`config.mk`:
```
export PLATFORM = sky130hd
export DESIGN_NAME = swh_stepper_control_word_handler
export DESIGN_NICKNAME = d
export VERILOG_FILES = /design/src/core/swh_pkg.sv /design/src/core/swh_stepper_control_word_handler.sv
export SDC_FILE = /design/constraint.sdc
export NUM_CORES = 1
export LEC_CHECK = 0
export BUFFER_PORTS_ARGS = -buffer_cell sky130_fd_sc_hd__buf_4
export CAP_MARGIN = 0
export CORE_UTILIZATION = 45
export CTS_CLUSTER_SIZE = 14
export DETAILED_ROUTE_END_ITERATION = 6
export HOLD_SLACK_MARGIN = 0.02
export PLACE_DENSITY = 0.69
export REMOVE_ABC_BUFFERS = 1
export SYNTH_ARGS = -nofsm -noshare
export SYNTH_HDL_FRONTEND = slang
export SYNTH_SLANG_ARGS = --single-unit
export TNS_END_PERCENT = 5
```
`constraint.sdc`:
```
create_clock -name ref_clk -period 2.6 [get_ports ref_clk]
set_input_delay 0.26 -clock ref_clk [delete_from_list [all_inputs] [get_ports ref_clk]]
set_output_delay 0.26 -clock ref_clk [all_outputs]
set_load 0.005 [all_outputs]
```
`src/core/swh_pkg.sv`:
```
package swh_pkg;
  // =========================================================
  // control word codes
  localparam logic [15:0] CW_ENABLE = 16'h0001;
  localparam logic [15:0] CW_PAUSE = 16'h0002;
  localparam logic [15:0] CW_CONTINUE = 16'h0003;
  localparam logic [15:0] CW_ESTOP = 16'h0004;
  localparam logic [15:0] CW_CSTOP = 16'h0005;
  localparam logic [15:0] CW_STEPDIR = 16'h0006;
  localparam logic [15:0] CW_TWOPULSE = 16'h0007;
  // =========================================================
  // status word bit positions
  localparam int ST_ENABLED = 0;
  localparam int ST_PAUSED = 1;
  localparam int ST_QEMPTY = 3;
  localparam int ST_PENDING = 5;
  localparam logic [15:0] STATUS_RESET = 16'h0008;
  // =========================================================
  // timing
  localparam int CLK_HZ = 50000000;
  localparam int PROC_TIME_US = 3000;
  localparam int PROC_CYCLES = CLK_HZ / 1000000 * PROC_TIME_US;
  localparam int PROC_DEFAULT = 64;
  // =========================================================
  typedef enum logic [1:0] {MOVE_NONE, MOVE_DIST, MOVE_VEL} swh_move_e;
  typedef enum {S_IDLE, S_WAIT, S_EXEC} swh_state_e;
  typedef struct packed {
    logic start;
    swh_move_e kind;
    logic dir;
  } swh_cmd_s;
endpackage : swh_pkg

```
`src/core/swh_stepper_control_word_handler.sv`:
```
`timescale 1ns/1ps
// What this block does
// RULE1 - profile commands are only taken into the queue once the enable word has been seen.
// RULE2 - a pause word stops further queued commands from starting until continue arrives.
// RULE3 - while paused, a distance or position move already running finishes normally.
// RULE4 - a continue word clears paused and advances to the next queued command.
// RULE5 - continue during an unfinished command aborts it and starts the next one.
// RULE6 - continue on a lone velocity move sets queue empty at once and ramps down.
// RULE7 - emergency stop halts step pulses at once and flushes the queue.
// RULE8 - controlled stop aborts the move, ramps down at the current rate and flushes.
// RULE9 - word 6 selects step plus direction output, which is also the reset mode.
// RULE10 - word 7 selects forward steps on output one and reverse steps on output two.
// RULE11 - a word may take up to the processing time and the host waits for pending clear.
// RULE12 - enabled bit is set by enable and cleared by estop, finished cstop or bad word.
// RULE13 - paused bit is set by pause or a velocity move and cleared by continue.
// RULE14 - pending bit holds from the word write until processing is done.
// RULE15 - queue empty sets when the last command completes and clears on a new entry.
// RULE16 - codes outside one to seven are illegal; they disable the profile, abort the move and flush the queue.
module swh_stepper_control_word_handler
  import swh_pkg::*;
#(
  parameter int PROC_CYCLES_P = PROC_DEFAULT
) (
  input wire logic ref_clk,
  input wire logic rst,
  input wire logic cw_write,
  input wire logic [15:0] control_word_number,
  input wire swh_cmd_s cmd_in,
  output logic cmd_accept,
  input wire logic [1:0] queue_count,
  output logic queue_pop,
  output logic queue_flush,
  output swh_cmd_s active_cmd_q,
  output logic move_abort,
  output logic ramp_down_q,
  input wire logic move_done,
  input wire logic motor_stopped,
  input wire logic step_tick,
  output logic [15:0] status_word,
  output logic out1_q,
  output logic out2_q
);
  // =========================================================
  // control state
  logic enabled_q, enabled_d, paused_q, paused_d, qempty_q, qempty_d;
  logic pending_q, pending_d, twopulse_q, twopulse_d, ramp_down_d, cstop_q, cstop_d;
  logic running_q, running_d;
  logic [15:0] word_q, word_d;
  logic [31:0] cnt_q, cnt_d;
  swh_cmd_s active_cmd_d;
  logic out1_d, out2_d;

  // accept commands only while enabled [RULE1]
  assign cmd_accept = enabled_q && cmd_in.start; // [RULE1]

  // status word assembly
  always_comb begin
    status_word = 16'h0000;
    status_word[ST_ENABLED] = enabled_q; // [RULE12]
    status_word[ST_PAUSED] = paused_q; // [RULE13]
    status_word[ST_QEMPTY] = qempty_q; // [RULE15]
    status_word[ST_PENDING] = pending_q; // [RULE14]
  end

  // =========================================================
  // next state: control words, queue advance, move tracking
  // the word is latched at the write and only acted on when the
  // processing count runs out, so the host sees the pending bit for
  // the whole window and a second write inside it is simply dropped.
  // flush and abort are single-cycle strobes; the queue and the move
  // generator outside must act on them in the cycle they appear.
  // stop handling wins over starting a new command, so a stop word
  // can never leave a freshly popped command running.
  always_comb begin
    enabled_d = enabled_q;
    paused_d = paused_q;
    qempty_d = qempty_q;
    pending_d = pending_q;
    twopulse_d = twopulse_q;
    ramp_down_d = ramp_down_q;
    cstop_d = cstop_q;
    running_d = running_q;
    word_d = word_q;
    cnt_d = cnt_q;
    active_cmd_d = active_cmd_q;
    queue_pop = 1'b0;
    queue_flush = 1'b0;
    move_abort = 1'b0;
    // new entry clears empty; set below wins on same cycle
    if (cmd_accept) begin
      qempty_d = 1'b0; // [RULE15]
    end
    // latch the word, then hold pending over the processing time
    if (cw_write && !pending_q) begin
      word_d = control_word_number;
      pending_d = 1'b1; // [RULE14]
      cnt_d = 32'(PROC_CYCLES_P - 1); // [RULE11]
    end else if (pending_q && cnt_q != 32'h0000_0000) begin
      cnt_d = cnt_q - 32'h0000_0001; // [RULE11]
    end else if (pending_q) begin
      pending_d = 1'b0; // [RULE14]
      case (word_q)
        CW_ENABLE: enabled_d = 1'b1; // [RULE1]
        CW_PAUSE: paused_d = 1'b1; // [RULE2] [RULE13]
        CW_CONTINUE: begin
          paused_d = 1'b0; // [RULE4] [RULE13]
          if (running_q) begin
            move_abort = 1'b1; // [RULE5]
            running_d = 1'b0;
            if (queue_count == 2'd0) begin
              qempty_d = 1'b1; // [RULE6]
              ramp_down_d = active_cmd_q.kind == MOVE_VEL; // [RULE6]
            end
          end
        end
        CW_ESTOP: begin
          enabled_d = 1'b0; // [RULE7] [RULE12]
          queue_flush = 1'b1; // [RULE7]
          move_abort = 1'b1; // [RULE7]
          running_d = 1'b0;
          ramp_down_d = 1'b0;
          qempty_d = 1'b1;
        end
        CW_CSTOP: begin
          move_abort = 1'b1; // [RULE8]
          queue_flush = 1'b1; // [RULE8]
          running_d = 1'b0;
          ramp_down_d = 1'b1; // [RULE8]
          cstop_d = 1'b1;
          qempty_d = 1'b1;
        end
        CW_STEPDIR: twopulse_d = 1'b0; // [RULE9]
        CW_TWOPULSE: twopulse_d = 1'b1; // [RULE10]
        default: begin
          enabled_d = 1'b0; // [RULE16] [RULE12]
          queue_flush = 1'b1; // an illegal word empties the queue as well as disabling
          move_abort = 1'b1;
          running_d = 1'b0;
          qempty_d = 1'b1;
        end
      endcase
    end
    // finished controlled stop drops the enable
    if (cstop_q && motor_stopped) begin
      cstop_d = 1'b0;
      ramp_down_d = 1'b0;
      enabled_d = 1'b0; // [RULE12]
    end else if (ramp_down_q && !cstop_q && motor_stopped) begin
      ramp_down_d = 1'b0; // [RULE6]
    end
    // running move ends on its own even while paused [RULE3]
    if (running_q && move_done && !move_abort) begin
      running_d = 1'b0; // [RULE3]
      if (queue_count == 2'd0) begin
        qempty_d = 1'b1; // [RULE15]
      end
    end
    // start next queued command unless paused or stopping [RULE2]
    if (!running_d && !paused_d && enabled_d && !queue_flush && !cstop_d
        && queue_count != 2'd0) begin
      queue_pop = 1'b1; // [RULE4]
      running_d = 1'b1;
      ramp_down_d = 1'b0;
      active_cmd_d = cmd_in;
      if (cmd_in.kind == MOVE_VEL) begin
        paused_d = 1'b1; // [RULE13]
      end
    end
  end

  // =========================================================
  // pulse encoding: estop or disabled kills pulses at once [RULE7]
  // direction level low means forward in both encodings
  always_comb begin
    out1_d = 1'b0;
    out2_d = 1'b0;
    if (enabled_q && (running_q || ramp_down_q)) begin
      if (twopulse_q) begin
        out1_d = step_tick && !active_cmd_q.dir; // [RULE10]
        out2_d = step_tick && active_cmd_q.dir; // [RULE10]
      end else begin
        out1_d = step_tick; // [RULE9]
        out2_d = active_cmd_q.dir; // [RULE9]
      end
    end else if (!twopulse_q) begin
      out2_d = active_cmd_q.dir;
    end
  end

  // =========================================================
  // registers; step/direction is the reset mode
  // every status bit and the out1_q, out2_q, ramp_down_q and active_cmd_q outputs come straight from a flop here, so the
  // host never samples a glitch while the next-state logic settles.
  always_ff @(posedge ref_clk or posedge rst) begin
    if (rst) begin
      enabled_q <= STATUS_RESET[ST_ENABLED];
      paused_q <= STATUS_RESET[ST_PAUSED];
      qempty_q <= STATUS_RESET[ST_QEMPTY];
      pending_q <= STATUS_RESET[ST_PENDING];
      twopulse_q <= 1'b0; // [RULE9]
      ramp_down_q <= 1'b0;
      cstop_q <= 1'b0;
      running_q <= 1'b0;
      word_q <= 16'h0000;
      cnt_q <= 32'h0000_0000;
      active_cmd_q <= '0;
      out1_q <= 1'b0;
      out2_q <= 1'b0;
    end else begin
      enabled_q <= enabled_d;
      paused_q <= paused_d;
      qempty_q <= qempty_d;
      pending_q <= pending_d;
      twopulse_q <= twopulse_d;
      ramp_down_q <= ramp_down_d;
      cstop_q <= cstop_d;
      running_q <= running_d;
      word_q <= word_d;
      cnt_q <= cnt_d;
      active_cmd_q <= active_cmd_d;
      out1_q <= out1_d;
      out2_q <= out2_d;
    end
  end
endmodule : swh_stepper_control_word_handler

```
Yosys cells after proc, flatten, opt, wreduce, memory -nomap -nowiden
Index checks and enable logic that the tools add are counted.

Output and inout port bits: 27. Register bits: 62.

Reductions and logical operators: 37. Bitwise operators: 2. Equal/unequal tests: 14. Muxes and demuxes: 60. $add $sub $neg: 1.

Operator list (count): == test 16 x 3 -> 1 bit (second input constant) (4); 2-to-1 mux 32 bit (2); 2-to-1 mux 1 bit (52); == test 16 x 2 -> 1 bit (second input constant) (2); nonzero test 32 bit (1); subtractor 32 x 1 -> 32 bit (second input constant) (1); == test 16 x 1 -> 1 bit (second input constant) (1); logical AND 1 bit (16); inequality test 5 bit (second input constant) (2); one-hot mux 1 bit (2 select lines) (5); OR reduction 5 bit (2); logical NOT 1 bit (8); inequality test 4 x 1 -> 1 bit (second input constant) (2); AND reduction 6 bit (1); nonzero test 2 bit (3); nonzero test 6 bit (1); == test 2 bit (second input constant) (2); AND reduction 4 bit (1); nonzero test 4 bit (1); OR reduction 4 bit (1); one-hot mux 1 bit (3 select lines) (1); logical NOT 2 bit (1); inequality test 2 bit (second input constant) (1); NOT 1 bit (2); logical OR 1 bit (1).

Depth between registers and ports, before layout
Gate-level depths: netlist of run 1.

Depth after elaboration: 17. Mapped depth: 11. Mapped depth without buffers: 9.

Least setup slack after synthesis of run 1
No wires, ideal clock.

Kind: register -> register. From: reg cnt_q[21]. To: reg active_cmd_q[0] in the netlist's numbering. Buffers on the path: 1. Path slack: -0.265 ns. Period minus slack after synthesis: 2.865 ns. Data required time: 2.475 ns. Cell stages (with the launch flop): 9. Data arrival time: 2.740 ns. Cell sequence: dfrtp_1 or4_4 or4_1 buf_6 or3_4 o21ai_0 nor2_2 nand4b_4 mux2_2.

Elaborated cells between the ends (all ways): 28. Those cells by class: mux: 15; reduce/logical: 13.

RTL lines: from (decl) (RTL line swh_stepper_control_word_handler.sv:49) `logic [31:0] cnt_q, cnt_d;`; from (signal assigned) (RTL line swh_stepper_control_word_handler.sv:219) `cnt_q <= cnt_d;`; nonzero test 32 bit (RTL line swh_stepper_control_word_handler.sv:98) `end else if (pending_q && cnt_q != 32'h0000_0000) begin`; logical AND 1 bit (RTL line swh_stepper_control_word_handler.sv:98); 2-to-1 mux 1 bit (RTL line swh_stepper_control_word_handler.sv:98); 2-to-1 mux 1 bit (RTL line swh_stepper_control_word_handler.sv:94) `if (cw_write && !pending_q) begin`; 2-to-1 mux 1 bit (RTL line swh_stepper_control_word_handler.sv:144) `if (cstop_q && motor_stopped) begin`; named net enabled_d (RTL line swh_stepper_control_word_handler.sv:45) `logic enabled_q, enabled_d, paused_q, paused_d, qempty_q, qempty_d;`; logical AND 1 bit (3 in series) (RTL line swh_stepper_control_word_handler.sv:159) `if (!running_d && !paused_d && enabled_d && !queue_flush && !cstop_d`; logical AND 1 bit (RTL line swh_stepper_control_word_handler.sv:160) `&& queue_count != 2'd0) begin`; to (signal assigned) (RTL line swh_stepper_control_word_handler.sv:220) `active_cmd_q <= active_cmd_d;`; to (decl) (RTL line swh_stepper_control_word_handler.sv:33) `output swh_cmd_s active_cmd_q,`.

The timed path passes the listed nets, and every way through them passes these cells. A chain may end at the register's enable or synchronous reset.

Worst setup path in the final report of run 1
From: reg cnt_q[17]. To: out queue_pop.

Longest elaborated chain between the ends: 14. Elaborated cells between the ends (all ways): 29. Those cells by class: mux: 16; reduce/logical: 13.

RTL lines: nonzero test 32 bit (*) (RTL line swh_stepper_control_word_handler.sv:98); logical AND 1 bit (*) (RTL line swh_stepper_control_word_handler.sv:98); 2-to-1 mux 1 bit (RTL line swh_stepper_control_word_handler.sv:98); 2-to-1 mux 1 bit (RTL line swh_stepper_control_word_handler.sv:94); logical NOT 1 bit (RTL line swh_stepper_control_word_handler.sv:152) `if (running_q && move_done && !move_abort) begin`; logical AND 1 bit (RTL line swh_stepper_control_word_handler.sv:152); 2-to-1 mux 1 bit (RTL line swh_stepper_control_word_handler.sv:152); logical NOT 1 bit (RTL line swh_stepper_control_word_handler.sv:159); logical AND 1 bit (3 in series) (RTL line swh_stepper_control_word_handler.sv:159); logical AND 1 bit (*) (RTL line swh_stepper_control_word_handler.sv:159); logical AND 1 bit (*) (RTL line swh_stepper_control_word_handler.sv:160); 2-to-1 mux 1 bit (*) (RTL line swh_stepper_control_word_handler.sv:159); to (decl) (RTL line swh_stepper_control_word_handler.sv:31) `output logic queue_pop,`.

Mark *: on every way between the ends. The rest lies on a longest branch, timed or not.

==> results.cfg, run 1 <==
[final_layout]
fill_cells = 579
multi_input_area_um2 = 1550
largest_register = cnt_q
top_regs = cnt_q x32, word_q x16, active_cmd_q x4
nets = 440
final_common_cell = buf_4
ff_latch_area_um2 = 1550
drive_gt1_frac = 0.328
fin_cells = 495
area_growth_pct = 29.8
design_area_um2 = 4070
largest_reg_flops = 32
mostFrequentLayoutCells = buf_4 (81), nand2_1 (61), dfrtp_1 (61)
antenna_cells = 0

[setup_path]
crit_path_max_fanout = 4
cp-startpoint = cnt_q[17]
path_class = reg -> out
start_kind = flip-flop
path_common_cell = or4_4
path_buf_inv = 2
worstReg2RegEnd = active_cmd_q[2]
crit_arrival_ns = 2.66
crit_slowest_cell = or4_4
crit_required_ns = 2.34
critPathMaxStageDelay_ns = 0.54
path_cells = or4_4 -> or4_4 -> or3_4 -> nor2_2 -> nor3b_2 -> nand4b_4 -> inv_2 -> buf_6
ff2ff_setup_slack_ns = -0.16
crit_family = simple AND/OR/NAND/NOR gates
r2r-start = cnt_q[17]
cp-end-kind = output pin
reg2reg_depth = 8

[status]
failed_checks = negative setup slack
status = complete, but fails checks

[synthesis]
synth_ff_type = dfrtp_1
synthesis.area_um2 = 3140
yosys_warnings = 0
synth_area_leaders = dfrtp_1 (49%), nand2_1 (7.3%), buf_4 (3.8%), xnor2_1 (3.6%), nor2_1 (3.6%)
synth.avg_cell_area_um2 = 9.48
synth_edf_count = 0
ys_ff_latch = 62
ys_async_sr_fraction = 1.00
yosysTopAreaCell = dfrtp_1
synth_seq_area_share = 0.495
synth_top_cell_area_share = 0.486
syn_inst = 331
yosysUniqueCellTypes = 49

[pwr]
ir_drop_v = 0.000472
p_per_area_nw_per_um2 = 491
finalPower_w = 0.00200
p_leak_nw = 1.90

[timing]
setup_ws_ns = -0.319
tightest_slew_ns = 0.795
fin_hold_ws_ns = 0.0955
fmax_ghz = 0.343
hold_viol_final = 0
final.min_clock_period_ns = 2.92
setup_viol = 9
maxSlewViolCount = 0
slew_headroom = 0.465
finalCritPeriodShare = 1.12
rsz0062_at_grt = yes
skew_ns = 0.0166

[clocking]
htree_levels = 3
clk_transition_reported_paths_ns = 0.08
cts_tree = yes
clock_path_buffers = 2
cts-root-buf = clkbuf_8
clkSinkCount = 62
cts_made_buffers = 9
clk_latency_ns = 0.35

[global_routing]
antenna_found_initial = 0
gr-usage-all-layers = 0.205
grt.overflow.total = 0
grt_max_degree = 34
grt_pass1_wl_um = 11700
grt_pass1_vias = 2550

[route]
wire_per_inst_um = 13.7
drc = 0
ant_nets = 0
drtIter0Drc = 130
first_pass_iters = 6
routed_wl_um = 6770
vias = 2581
via_per_inst = 5.21

[place]
dpl_cell_area_um2 = 3710
io_buffers = 42
gp_congestion = 0.822
dp_slack_ns = -0.254
dp_cells = 475
hpwl_um = 4790

[hold_path]
min-delay-start = control_word_number[6]
hold_path_end = word_q[6]
min_path_cells = 3
min_path_type = in -> reg

[floorplan]
die_h_um = 85.5
start_util = 0.464
die_w_um = 85.5
num_rows = 30
ios = 55
die-area_um2 = 7310
core_area_um2 = 6760

[run]
cap_violations = 0
-- timing repair --
action / 4_1_cts / 5_1_grt
endpoints found under the hold margin: 24 / 0
setup buffers: 3 / 0
pin swaps: 6 / 3
hold buffers: 1 / 0
endpoints found under the setup margin: 28 / 25
gates resized for setup: 14 / 14
-- cell type report --
type                       instances  share of cell area
sequential                        62               0.381
multi-input combinational        247               0.380
timing repair buffer              84               0.157
clock buffer                      10              0.0338
tap                               80              0.0246
clock inverter                     6              0.0172
inverter                           6             0.00553
-- stage by stage --
step,utilization,setup TNS [ns]
after floorplan,-,-3.60
after global placement,0.549,-1.61
after detailed placement,0.549,-2.28
after CTS,0.594,-1.39
after global routing,0.603,-2.43
final,0.603,-1.35
-- tightest hold or removal path: stages --
cell	delay, ns
buf_4	0.07
nand2_1	0.04
nand2_1	0.04
-- routing by layer --
layer	GRT usage	vias up	wire length (um)	share of wire
li1	-	1281	-	-
met1	0.273	1250	3210	0.47
met2	0.324	42	3270	0.48
met3	0.0414	8	171	0.025
met4	0.0970	0	115	0.017
met5	0	-	0	0
-- power breakdown --
part | internal [W] | total [W] | switching, W | leakage (nW)
logic | 0.0000621 | 0.000120 | 0.0000581 | 1.07
clock network | 0.000473 | 0.000870 | 0.000397 | 0.0951
registers | 0.000991 | 0.00101 | 0.0000198 | 0.731
-- cells in the mapped netlist (2+ instances only) --
cell type and number:
nor3_1 11, or3_1 9, nand2b_1 6, nand4_1 3, nor3b_1 3, xor2_1 3, a21oi_1 8, nand3_1 8
nand2_1 61, clkbuf_1 9, nor2_1 30, inv_1 6, a21o_1 2, or4_1 6, nor2b_1 5, o31ai_1 5
or2_2 2, dfrtp_1 61, nor4_1 12, ha_1 2, o211ai_1 5, mux2_2 5, xnor2_1 13, o21ai_0 16
buf_4 16
-- cells by family (layout without fill, tap and decap cells) --
| family | Yosys count | after routing | synth area share |
|---|---|---|---|
| buffers and inverters | 33 | 106 | 0.0614 |
| other | 1 | 12 | 0.00120 |
| xor gates and xnor gates | 16 | 16 | 0.0447 |
| adders and majority gates | 2 | 2 | 0.00797 |
| and+or+nand+nor | 167 | 167 | 0.275 |
| DFF | 62 | 62 | 0.495 |
| AOI/OAI and AO/OA | 44 | 44 | 0.0941 |
| muxes | 6 | 6 | 0.0211 |
-- worst max path at each step --
stage | endpoint | cells after the start
after floorplan | active_cmd_q[0] | 7
after global placement | active_cmd_q[3] | 7
after detailed placement | active_cmd_q[2] | 7
after CTS | queue_pop | 8
after global routing | queue_pop | 8
final | queue_pop | 8
Power figures use the tool's default switching activity.
==> run 2: changes to the inputs <==
Settings changed: ABC_AREA set to 1, PLACE_DENSITY 0.69 to 0.68.
==> run 2 against run 1 <==
The flow now finishes without violations. Clock skew fell by 0.0042 ns. Via count is 21% higher. Register-to-register slack gained 0.51 ns. Worst hold slack improved by 0.014 ns. Global-route usage down 0.84 points. Utilization fell by 4.5 points. Total power rose to 2.5 times the previous value. Sequential share of layout area decreased by 2.3 points. Final cell count grew 29%. Setup slack improved by 0.39 ns. Critical path depth increased by 7. Largest cell class is now multi-input gates.
==> results.cfg, run 2 <==
[status]
status = finished clean

[global_routing]
grtUsageMet2 = 0.318
grt_use_met3 = 0.0406
grt_max_degree = 28
gr-usage-all-layers = 0.197
grt.overflow.total = 0
grtUsageMet1 = 0.258
grt_pass1_wl_um = 13200
busiest_layer = met2
grt_pass1_vias = 3021
antenna_found_initial = 0

[timing]
tightest_slew_ns = 0.527
slew_headroom = 0.648
finalSetupTns_ns = 0
hold_viol_final = 0
rsz0062_at_grt = yes
skew_ns = 0.0123
fin_hold_ws_ns = 0.110
fmax_ghz = 0.395
finalCritPeriodShare = 0.973
final.min_clock_period_ns = 2.53
maxSlewViolCount = 0
setup_viol = 0

[floorplan]
start_util = 0.466
num_rows = 32
die-area_um2 = 8410
ios = 55
core_area_um2 = 7770
die_h_um = 91.7
die_w_um = 91.7

[clocking]
clkSinkCount = 62
clk_transition_reported_paths_ns = 0.07
cts-root-buf = clkbuf_8
cts_made_buffers = 9
clk_latency_ns = 0.34
clock_path_buffers = 2
htree_levels = 3
cts_tree = yes

[final_layout]
largest_register = cnt_q
mostFrequentLayoutCells = nand2_1 (103), nor2_1 (63), dfrtp_1 (61)
area_growth_pct = 19.6
drive_gt1_frac = 0.230
final_common_cell = nand2_1
nets = 563
fin_cells = 640
top_regs = cnt_q x32, word_q x16, active_cmd_q x4
antenna_cells = 0
largest_reg_flops = 32
final_util = 0.558

[setup_path]
crit_slowest_cell = dfrtp_1
cp-startpoint = cnt_q[0]
path_depth = 15
reg2reg_depth = 12
path_class = reg -> out
crit_path_max_fanout = 6
path_common_cell = inv_1
path_buf_inv = 5
crit_arrival_ns = 2.27
path_cells = inv_2 -> ha_1 -> inv_1 -> nor2_1 -> nand2_2 -> nor2_4 -> nand2_4 -> nor2_8 -> nand3_2 -> nand2_1 -> inv_1 -> a21oi_4 -> nand4_4 -> clkinv_4 -> buf_4
start_kind = flip-flop
crit_required_ns = 2.34
crit_family = simple AND/OR/NAND/NOR gates
critPathMaxStageDelay_ns = 0.40
r2r-start = cnt_q[0]
cp-end-kind = output pin

[pwr]
p_per_area_nw_per_um2 = 1180
ir_drop_v = 0.000432
p_leak_nw = 2.29
finalPower_w = 0.00510

[synthesis]
synth.avg_cell_area_um2 = 7.64
ys_async_sr_fraction = 1.00
yosysTopAreaCell = dfrtp_1
ys_top_cells_by_count = nand2_1 (105), nor2_1 (65), dfrtp_1 (61), inv_1 (60)
synth_seq_area_share = 0.429
synth_area_leaders = dfrtp_1 (42%), nand2_1 (11%), nor2_1 (6.7%), inv_1 (6.2%), a21oi_1 (3.7%)
syn_inst = 474
synth_edf_count = 0
ys_ff_latch = 62
synth_most_common_cell = nand2_1
synth_ff_type = dfrtp_1
yosysUniqueCellTypes = 43
synthesis.area_um2 = 3620
synth_top_cell_area_share = 0.422
yosys_warnings = 0

[route]
routed_wl_um = 7780
drc = 0
drtIter0Drc = 107
via_per_inst = 4.90
vias = 3133
ant_nets = 0
wire_per_inst_um = 12.2
first_pass_iters = 4

[place]
dp_cells = 612
hpwl_um = 5640
gp_congestion = 0.843
io_buffers = 42

[hold_path]
min-delay-start = control_word_number[14]
min_path_cells = 3
min_path_type = in -> reg

[run]
cap_violations = 0
## run 2: cell count changes in the layout (fill, tap and decap cells not counted), moves of 14 or more
cell and delta:
a21oi_1 +20, nor2_1 +36, o21ai_0 +14, inv_1 +53
nand2_1 +42, buf_4 -23
## run 2: layout make-up
type | count | area, um2
clock buffer | 11 | 151
clock inverter | 5 | 57.6
fill | 730 | 3440
inverter | 63 | 241
multi-input combinational | 338 | 1750
sequential | 62 | 1550
tap | 102 | 128
timing repair buffer | 59 | 445
## run 2: worst register-to-register path: cells and delay by family (launching register included)
family | cells | cell delay, ns
DFF | 1 | 0.40
AOI/OAI and AO/OA | 2 | 0.28
adders and majority gates | 1 | 0.16
and+or+nand+nor | 6 | 1.11
buffers and inverters | 3 | 0.23
## run 2: what timing repair did
item | CTS | global route
endpoints found under the hold margin | 25 | 0
buffers inserted | 1 | 10
endpoints found under the setup margin | 1 | 1
hold buffers | 1 | 0
gates resized for setup | 0 | 12
pin swaps | 2 | 4
## run 2: power breakdown
part	switching (W)	internal (W)	leakage [nW]
clock network	0.000395	0.000493	0.0976
registers	0.000389	0.00137	0.799
logic	0.00153	0.000921	1.39
## run 2: cells by family after synthesis
logic type	count (synthesis)	share of synthesized area
and+or+nand+nor	249	0.332
buffers and inverters	85	0.109
AOI/OAI and AO/OA	73	0.117
DFF	62	0.429
xor gates and xnor gates	2	0.00484
adders and majority gates	2	0.00691
other	1	0.00104
## run 2: path summary, 6_finish.rpt
| check | slack (ns) | to |
|---|---|---|
| setup / recovery | 0.07 | queue_pop |
| hold / removal | 0.11 | word_q[14] |
| setup reg to reg | 0.35 | cnt_q[30] |
| hold reg to reg | 0.48 | out1_q |
| max in group asynchronous | 1.40 | cnt_q[30] |
| min in group asynchronous | 0.52 | word_q[4] |
## run 2: metrics by stage
step                      setup slack (ns)  area [um2]
final                               0.0706        4330
after global routing               -0.0268        4330
after CTS                           0.0166        4220
after detailed placement             0.299        3990
after global placement               0.369        3990
after floorplan                      0.368        3510
## run 2: metal layers
metal,wire length [um],vias up
li1,-,1614
met1,3680,1438
met2,3660,68
met3,306,13
met4,138,0
met5,0,-
